File: src/queue_pkg.sv
package queue_pkg;

    // ==========================================================
    // register offsets
    localparam logic [7:0] queue_level_threshold_addr = 8'hFC;  // threshold bits 8:1
    localparam logic [7:0] queue_status_high_addr     = 8'hFD;  // level bits 9:2
    localparam logic [7:0] queue_status_low_addr      = 8'hFE;  // flags and level 1:0
    localparam logic [7:0] queue_read_port_addr       = 8'hFF;  // pop port
    localparam logic [7:0] queue_control_addr         = 8'hF0;  // enable and clear
    localparam logic [7:0] irq_status_addr            = 8'hF1;  // sticky events
    localparam logic [7:0] irq_mask_addr              = 8'hF2;  // event mask

    // ==========================================================
    // field positions
    localparam int lost_bit       = 7;   // lost-data flag in status low
    localparam int over_read_bit  = 6;   // over-read flag in status low
    localparam int ctrl_power_bit = 0;   // power_on_enable in control
    localparam int ctrl_clear_bit = 1;   // queue_clear_command, self clearing
    localparam int ev_level_bit   = 0;   // level above threshold event
    localparam int ev_lost_bit    = 1;   // sample dropped event
    localparam int ev_over_bit    = 2;   // empty pop event

    // ==========================================================
    // reset values and sizes
    localparam logic [7:0] threshold_reset = 8'h7F;
    localparam logic [7:0] mask_reset      = 8'h00;
    localparam int         queue_depth     = 512;
    localparam int         level_width     = 10;

endpackage : queue_pkg

File: src/queue_store.sv
`timescale 1ns/1ps

// ==========================================================
// byte storage: flip-flop array with write and read index
module queue_store
    import queue_pkg::*;
#(
    parameter int depth = 512,
    parameter int aw    = 9
)(
    input  wire logic          clock,
    input  wire logic          write_en,      // store one byte
    input  wire logic [aw-1:0] write_index,   // slot to fill
    input  wire logic [7:0]    write_data,    // byte stored
    input  wire logic [aw-1:0] read_index,    // oldest slot
    output logic      [7:0]    read_data      // oldest byte, combinational
);
    // storage array, no reset needed: level guards every read
    logic [7:0] mem [depth];

    // ==========================================================
    // write port
    always_ff @(posedge clock)
    begin
        if (write_en)
        begin
            mem[write_index] <= write_data;
        end
    end

    assign read_data = mem[read_index];

endmodule : queue_store

File: src/sample_queue_readout_status.sv
`timescale 1ns/1ps

// Notes on behaviour
// - dropped sample sets lost-data flag, bit 7
// - reading beyond fill sets over-read flag, bit 6
// - flags clear only on enable or clear
// - status low: level 1:0, bits 5:2 zero
// - port read returns oldest, pops, lowers level
// - empty read returns zero, flags, no pop
// - single and block reads each pop once
// - 512 bytes; level 9:2 in status high
// - interrupt when level exceeds threshold, reset 7F
module sample_queue_readout_status
    import queue_pkg::*;
#(
    parameter int depth = queue_depth
)(
    input  wire logic       clock,
    input  wire logic       reset,
    // register port
    input  wire logic [7:0] address,
    input  wire logic [7:0] write_data,
    input  wire logic       write_strobe,
    input  wire logic       read_strobe,
    output logic      [7:0] read_data,
    // sample producer
    input  wire logic [7:0] sample_data,
    input  wire logic       sample_valid,
    // interrupts
    output logic            queue_level_interrupt,
    output logic            irq
);
    localparam int aw = $clog2(depth);

    // ==========================================================
    // state record
    typedef struct packed {
        logic [aw-1:0]          rd_ptr;      // oldest slot
        logic [aw-1:0]          wr_ptr;      // next free slot
        logic [level_width-1:0] level;       // queue_fill_level 0..512
        logic                   lost;        // lost-data flag
        logic                   over_read;   // over-read flag
        logic                   power_on;    // power_on_enable
        logic [7:0]             threshold;   // queue_level_threshold
        logic [7:0]             ev_status;   // sticky events
        logic [7:0]             ev_mask;     // event mask
        logic                   above_prev;  // for edge of level event
        logic [7:0]             rdata;       // registered read data
    } state_t;

    state_t state;
    state_t next_state;

    logic [7:0] head_byte;  // oldest byte from storage
    logic       push;       // accepted sample
    logic       pop;        // accepted port read
    logic       empty_read; // port read on empty queue
    logic       above;      // level over threshold

    // ==========================================================
    // helpers
    function automatic logic [level_width-1:0] thr_level(input logic [7:0] t);
        // threshold register holds bits 8:1, bit 0 reads as zero
        thr_level = {1'b0, t, 1'b0};
    endfunction : thr_level

    queue_store #(
        .depth (depth),
        .aw    (aw)
    ) store (
        .clock       (clock),
        .write_en    (push),
        .write_index (state.wr_ptr),
        .write_data  (sample_data),
        .read_index  (state.rd_ptr),
        .read_data   (head_byte)
    );

    // ==========================================================
    // decode of this cycle's events
    always_comb
    begin
        pop        = read_strobe && address == queue_read_port_addr && state.level != '0;
        empty_read = read_strobe && address == queue_read_port_addr && state.level == '0;
        // a pop in the same cycle frees a slot, so a full queue can still take a sample
        push       = sample_valid && state.power_on
                     && (state.level != level_width'(depth) || pop);
        above      = state.level > thr_level(state.threshold);
    end

    // ==========================================================
    // next state
    always_comb
    begin
        next_state            = state;
        next_state.above_prev = above;
        next_state.rdata      = 8'h00;

        // pointers and level
        if (push)
        begin
            next_state.wr_ptr = state.wr_ptr + aw'(1);
        end
        if (pop)
        begin
            next_state.rd_ptr = state.rd_ptr + aw'(1);
        end
        case ({push, pop})
            2'b10:   next_state.level = state.level + level_width'(1);
            2'b01:   next_state.level = state.level - level_width'(1);
            default: next_state.level = state.level;
        endcase

        // sticky flags: only enable or clear drops them
        if (sample_valid && !push)
        begin
            next_state.lost = 1'b1;
        end
        if (empty_read)
        begin
            next_state.over_read = 1'b1;
        end

        // event bits: set wins over read clear
        if (read_strobe && address == irq_status_addr)
        begin
            next_state.ev_status = 8'h00;
        end
        if (above && !state.above_prev)
        begin
            next_state.ev_status[ev_level_bit] = 1'b1;
        end
        if (sample_valid && !push)
        begin
            next_state.ev_status[ev_lost_bit] = 1'b1;
        end
        if (empty_read)
        begin
            next_state.ev_status[ev_over_bit] = 1'b1;
        end

        // register writes
        if (write_strobe)
        begin
            case (address)
                queue_level_threshold_addr: next_state.threshold = write_data;
                irq_mask_addr:              next_state.ev_mask   = write_data;
                queue_control_addr:
                begin
                    next_state.power_on = write_data[ctrl_power_bit];
                    // enable assertion or clear command empties queue and flags
                    if (write_data[ctrl_clear_bit] || (write_data[ctrl_power_bit] && !state.power_on))
                    begin
                        // a sample dropped in the very cycle of the clear still counts: set wins
                        // so software never misses a loss that happened while it was clearing
                        next_state.lost      = sample_valid && !push;
                        next_state.over_read = 1'b0;
                        next_state.level     = '0;
                        next_state.rd_ptr    = '0;
                        next_state.wr_ptr    = '0;
                    end
                end
                default: ;
            endcase
        end

        // read data, stands one cycle after the strobe
        if (read_strobe)
        begin
            case (address)
                queue_level_threshold_addr: next_state.rdata = state.threshold;
                queue_status_high_addr:     next_state.rdata = state.level[9:2];
                queue_status_low_addr:      next_state.rdata = {state.lost, state.over_read,
                                                                4'h0, state.level[1:0]};
                queue_read_port_addr:       next_state.rdata = pop ? head_byte : 8'h00;
                queue_control_addr:         next_state.rdata = {7'h00, state.power_on};
                irq_status_addr:            next_state.rdata = state.ev_status;
                irq_mask_addr:              next_state.rdata = state.ev_mask;
                default:                    next_state.rdata = 8'h00;
            endcase
        end
    end

    // ==========================================================
    // state register
    always_ff @(posedge clock)
    begin
        if (reset)
        begin
            state           <= '0;
            state.threshold <= threshold_reset;
            state.ev_mask   <= mask_reset;
        end
        else
        begin
            state <= next_state;
        end
    end

    assign read_data             = state.rdata;
    assign queue_level_interrupt = state.level > thr_level(state.threshold);
    assign irq                   = |(state.ev_status & state.ev_mask);
endmodule : sample_queue_readout_status

File: config.mk
export PLATFORM = sky130hd
export DESIGN_NAME = sample_queue_readout_status
export DESIGN_NICKNAME = d
export VERILOG_FILES = /design/src/queue_pkg.sv /design/src/queue_store.sv /design/src/sample_queue_readout_status.sv
export SDC_FILE = /design/constraint.sdc
export NUM_CORES = 2
export LEC_CHECK = 0
export BUFFER_PORTS_ARGS = -buffer_cell sky130_fd_sc_hd__buf_2
export CAP_MARGIN = 20
export CORE_ASPECT_RATIO = 1.4
export CORE_MARGIN = 2
export CORE_UTILIZATION = 63
export DETAILED_ROUTE_END_ITERATION = 7
export PLACE_DENSITY = 0.91
export SETUP_SLACK_MARGIN = 0.2
export SYNTH_ARGS = -nofsm -noshare
export SYNTH_HDL_FRONTEND = slang
export SYNTH_SLANG_ARGS = --single-unit
File: constraint.sdc
create_clock -name clock -period 5.3 [get_ports clock]
set_input_delay 0.795 -clock clock [delete_from_list [all_inputs] [get_ports clock]]
set_output_delay 0.795 -clock clock [all_outputs]
set_load 0.005 [all_outputs]
==> summary.txt, run 1 <==
Timing
  – Worst_ep kind: register data pin
  – Worst-slack endpoint at the end of global-route timing repair: state[45]$_SDFF_PP0_/D

Synthesis
  – Average size of a mapped cell: 21.56 um^2
  – Number of enable-type register cells in the synthesized netlist: 4096
  – Async SR Flop Fraction: 0
  – Number of nets produced by synthesis: 7548
  – Number of cells produced by synthesis: 7497
  – Synthesis Warnings: 0
  – Number of storage elements in the synthesis netlist: 4155
  – Leading register cell type out of synthesis: sky130_fd_sc_hd__edfxtp_1
  – Sequential cell area fraction in the yosys report: 0.7682
  – Netlist Area Pre-Place: 161700 um^2
  – Number of distinct library cells after synthesis: 74

CTS
  – Resized cells post-CTS: 0
  – Clk sinks: 4155
  – CTS Root Cell: sky130_fd_sc_hd__clkbuf_16
  – Total setup buffers inserted after CTS: 0
  – Number of buffers between clock root and the deepest sink: 4
  – Maximum level of the CTS H-tree: 5
  – Number of buffers created by CTS: 345
  – Cts-stage hold buffer count: 0

GRT
  – Antenna violations before repair: 112
  – Total congestion overflow: 140
  – Largest net degree at the start of global routing: 157
  – Total Routing Usage GR: 0.5725

Die
  – Die X-Extent: 432.1 um
  – Boundary pin count: 39
  – Starting density of the core: 0.6315
  – Vert. Die Dim: 603.4 um
  – Cell row count: 220

Placement
  – # port buffers: 38
  – Final estimated routing congestion in global placement: 0.9475
  – Post-DP HPWL: 283.8 mm

Outcome
  – Stop Error: [ERROR GRT-0232] Routing congestion too high. Check the congestion heatmap in the GUI.
  – Last step reached: global routing (5_1_grt)
  – Result of the run: did not finish
-- synth_stat cells, drive strengths merged (5+ instances only) --
library cell,instances,area share
a21oi,100,0.0031
nor4,9,0.00035
a22oi,81,0.0038
or2,5,0.00019
inv,24,0.00056
o22ai,37,0.0014
a211o,9,0.00049
a221oi,41,0.0022
a31oi,9,0.00035
nand4,17,0.00066
mux4,1095,0.15
dfxtp,59,0.0073
o311ai,5,0.00027
o211ai,20,0.00093
nor2b,10,0.00039
a21o,9,0.00042
and3,8,0.00031
nand3,63,0.0020
ha,21,0.0016
and2,8,0.00031
nor3,33,0.0010
mux2i,207,0.013
xor2,7,0.00038
a22o,17,0.00092
a211oi,17,0.00079
buf,245,0.011
o2111ai,7,0.00038
a2111oi,9,0.00049
clkbuf,224,0.0052
mux2,8,0.00056
nor2,612,0.014
edfxtp,4096,0.76
nand2,207,0.0048
xnor2,15,0.00081
o221ai,32,0.0017
o21ai,66,0.0020
-- logic make-up after synthesis --
logic type	after synthesis	synth area share
xor+xnor	22	0.001192
compound gates	493	0.02119
fa+ha+maj	22	0.001749
mux	1310	0.1659
simple gates	999	0.02545
buf+inv	496	0.01633
flops	4155	0.7682
-- per-layer routing --
layer | global-route usage | GRT overflow
met3 | 0.4411 | 4
met1 | 0.5521 | 5
met5 | 0.2712 | 0
met4 | 0.5655 | 67
met2 | 0.7253 | 64
-- through the flow --
stage                     utilization  hold slack (ns)  cell area (um^2)  std cells  setup WS [ns]
after floorplan                     -           0.4258            161700       7497          1.253
after global placement         0.6502           0.4420            166400      10640         0.6977
after detailed placement       0.6502           0.4752            166500      10650         0.6149
after CTS                      0.6934          0.09986            177500      11260         0.3444
==> run 2, diff against run 1 <==
--- a/config.mk
+++ b/config.mk
@@ -7,12 +7,10 @@
 export LEC_CHECK = 0
 export BUFFER_PORTS_ARGS = -buffer_cell sky130_fd_sc_hd__buf_2
 export CAP_MARGIN = 20
-export CORE_ASPECT_RATIO = 1.4
 export CORE_MARGIN = 2
-export CORE_UTILIZATION = 63
+export CORE_UTILIZATION = 40
 export DETAILED_ROUTE_END_ITERATION = 7
-export PLACE_DENSITY = 0.91
-export SETUP_SLACK_MARGIN = 0.2
+export PLACE_DENSITY_LB_ADDON = 0.15
 export SYNTH_ARGS = -nofsm -noshare
 export SYNTH_HDL_FRONTEND = slang
 export SYNTH_SLANG_ARGS = --single-unit
==> summary.txt, run 2 <==
Timing
  – Fmax: 212.2 MHz
  – Largest clock skew in the final design: 0.04570 ns
  – Least-Margin Pin Slew: 1.234 ns
  – Fin crit share: 0.8893
  – Total negative setup slack: 0 ns
  – Final-report max-slew violation count: 0
  – Fin. Hold Viols: 0
  – Unrepaired setup endpoints after global routing: false
  – Setup violation total in the final timing report: 0
  – Worst rel slew slack: 0.1742
  – Final critical path time including I/O delays and setup: 4.713 ns

Worst setup path
  – Critical path capture point type: register
  – Critical Path AT: 5.51 ns
  – Critical Path Source Type: register
  – Slowest cell delay on critical path: 0.97 ns
  – Cells along the critical path: buf_4 > buf_4 > buf_4 > mux4_2 > mux4_2 > mux4_2 > nor2_1 > nor2_1 > a31oi_1 > a22oi_1
  – Crit Path Category: register to register
  – Crit Path Max Fanout: 18
  – Critical-path cell with the highest stage delay: sky130_fd_sc_hd__dfxtp_4
  – Data required, critical path: 6.10 ns

Pwr
  – LEAKAGE: 55.29 nW
  – Part of the total power dissipated in the clock network: 0.446
  – Cell-internal power: 53.09 mW
  – Seq pwr share: 0.543
  – Worst ir drop on vdd: 0.0003070 V
  – Switching power share of the total: 0.2007
  – Pwr per Cell Area: 361.0 nW/um^2
  – Power spent charging and discharging nets: 13.33 mW
  – Share of power burned in combinational logic: 0.010

Synthesis
  – Leading register cell type out of synthesis: sky130_fd_sc_hd__edfxtp_1
  – Dominant cells by area after synthesis: sky130_fd_sc_hd__edfxtp_1 76%, sky130_fd_sc_hd__mux4_2 15%, sky130_fd_sc_hd__nor2_1 1.4%, sky130_fd_sc_hd__mux2i_1 1.3%, sky130_fd_sc_hd__dfxtp_1 0.73%
  – Number of nets produced by synthesis: 7548 (unchanged)
  – Sequential cell area fraction in the yosys report: 0.7682 (unchanged)
  – Post-synth top cells: 4096 x sky130_fd_sc_hd__edfxtp_1, 1095 x sky130_fd_sc_hd__mux4_2, 612 x sky130_fd_sc_hd__nor2_1
  – Average size of a mapped cell: 21.56 um^2 (unchanged)
  – Area leader, netlist: sky130_fd_sc_hd__edfxtp_1
  – Number of cells produced by synthesis: 7497 (unchanged)
  – Synthesis Warnings: 0 (unchanged)
  – Most used standard cell by instance count after synthesis: sky130_fd_sc_hd__edfxtp_1
  – Async SR Flop Fraction: 0 (unchanged)
  – Number of storage elements in the synthesis netlist: 4155 (unchanged)
  – Area share of the largest cell type after synthesis: 0.7609 (unchanged)
  – Number of distinct library cells after synthesis: 74 (unchanged)
  – Netlist Area Pre-Place: 161700 um^2 (unchanged)
  – Number of enable-type register cells in the synthesized netlist: 4096 (unchanged)

CTS
  – Maximum level of the CTS H-tree: 5 (unchanged)
  – Number of buffers created by CTS: 426 (+23%)
  – CTS Root Cell: sky130_fd_sc_hd__clkbuf_16
  – Clock latency on the worst-skew pair: 0.98 ns
  – Number of buffers between clock root and the deepest sink: 4 (unchanged)
  – CTS tree: built
  – Clk sinks: 4155 (unchanged)
  – Register clock-pin slew on the reported worst setup and hold paths: 0.06 ns

Detailed routing
  – Number of remaining DRC errors: 0
  – Avg Vias per Cell: 5.891
  – Number of search-and-repair iterations in the first detailed-routing pass: 6
  – Starting DRC count in detailed routing: 9936
  – Routed Wire Length: 475.7 mm
  – Routed WL per cell: 34.87 um
  – Antenna Violating Nets Remaining: 0
  – Routed vias: 80360

Finish
  – Number of flip-flops under the largest register name: 4096
  – Number of filler cells placed in the layout: 33530
  – Post-route core utilization: 0.4570
  – Most common library cell in the layout ignoring fill and taps: sky130_fd_sc_hd__edfxtp_1
  – Finished Cell Area: 184000 um^2
  – Area grow syn2layout: 13.82%
  – Top library cells by usage in the layout, fill and taps aside: 4096 x sky130_fd_sc_hd__edfxtp_1, 1095 x sky130_fd_sc_hd__mux4_2, 606 x sky130_fd_sc_hd__nor2_1, 434 x sky130_fd_sc_hd__clkbuf_16, 294 x sky130_fd_sc_hd__buf_4
  – Ratio of cells with drive above 1 in the final layout: 0.2641
  – Fin nets: 7928
  – Register bank with the most flops: store.mem

GRT
  – Antenna violations before repair: 27
  – Total congestion overflow: 0
  – Number of global-route vias before repair: 80870
  – Total Routing Usage GR: 0.2302
  – Largest net degree at the start of global routing: 144
  – First-pass GRT wire length: 659.5 mm

Placement
  – Post-detailed-placement cell area: 170300 um^2 (+2.3%)
  – # port buffers: 38 (unchanged)
  – Final estimated routing congestion in global placement: 0.8751 (-7.6%)
  – Post-DP HPWL: 294.2 mm (+3.7%)

Die
  – Die X-Extent: 639.7 um (+48%)
  – Boundary pin count: 39 (unchanged)
  – Starting density of the core: 0.4015 (-0.2300)
  – Area enclosed by the die boundary: 409200 um^2
  – Vert. Die Dim: 639.7 um (+6.0%)
  – Cell row count: 233 (+5.9%)
  – Standard cell core area: 402600 um^2

Min path
  – Worst hold path type: input pin to register

Job
  – Max Cap Viol: 0

Outcome
  – Result of the run: finished clean
## run 2: through the flow
stage	worst slack (ns)	std cells	power, mW	hold slack (ns)
after floorplan	1.253	7497	36.80	0.4258
after global placement	0.3080	12840	37.44	0.4356
after detailed placement	0.6866	12850	37.48	0.4439
after CTS	0.6623	13630	66.87	0.003997
after global routing	0.5081	13630	68.10	0.04046
final	0.5866	13640	66.42	0.08921
## run 2: power groups by stage
stage               Clock (mW)  Combinational, mW  Sequential [mW]
floorplan                    0             0.0187             36.8
global placement             0              0.676             36.8
detailed placement           0              0.712             36.8
CTS                       30.1              0.710             36.1
global route              31.3              0.749             36.1
finish                    29.7              0.695             36.1
## run 2: final cells by class
class                   instances  area [um^2]  area share
clock buffers                 519        11200     0.06087
diodes                         10        25.02   0.0001360
flip-flops and latches       4155       124200      0.6750
repair buffers                421         4141     0.02251
multi-input cells            2846        35110      0.1908
inverters                      27        112.6   0.0006120
clock inverters               259         2437     0.01325
well taps                    5405         6763     0.03676
## run 2: logic make-up after synthesis
kind of cell / count (synthesis) / synth area share
simple gates: 999 / 0.02545
mux: 1310 / 0.1659
buf+inv: 496 / 0.01633
flops: 4155 / 0.7682
xor+xnor: 22 / 0.001192
compound gates: 493 / 0.02119
fa+ha+maj: 22 / 0.001749
## run 2: repair_timing
item,4_1_cts,5_1_grt
buffers inserted,0,0
gates resized for setup,0,0
hold buffers,3,0
hold endpoints to repair,3,0
## run 2: worst paths after layout
| check | startpoint | endpoint | slack (ns) | cells past startpoint |
|---|---|---|---|---|
| worst min register to register | state[34] | state[34] | 0.46 | 2 |
| worst max-delay path | store.read_index[0] | read_data[7] | 0.59 | 10 |
| worst max register to register | store.read_index[0] | read_data[7] | 0.59 | 10 |
| worst min-delay path | write_data[4] | state[29] | 0.09 | 2 |
## run 2: metal layers
| metal | vias up | track usage | routed length, um |
|---|---|---|---|
| met5 | - | 0 | 74 |
| met1 | 44250 | 0.3276 | 199600 |
| met3 | 585 | 0.03937 | 34930 |
| met4 | 12 | 0.05737 | 12300 |
| li1 | 32190 | - | - |
| met2 | 3326 | 0.3705 | 228800 |
## run 2: critical path: cells and delay by family, from the launching register on
| family | cells | cell delay (ns) |
|---|---|---|
| buffers and inverters | 3 | 0.98 |
| AOI/OAI and AO/OA | 2 | 0.79 |
| and+or+nand+nor | 2 | 0.17 |
| muxes | 3 | 1.56 |
| DFF | 1 | 0.97 |
(Power assumes the default switching activity.)
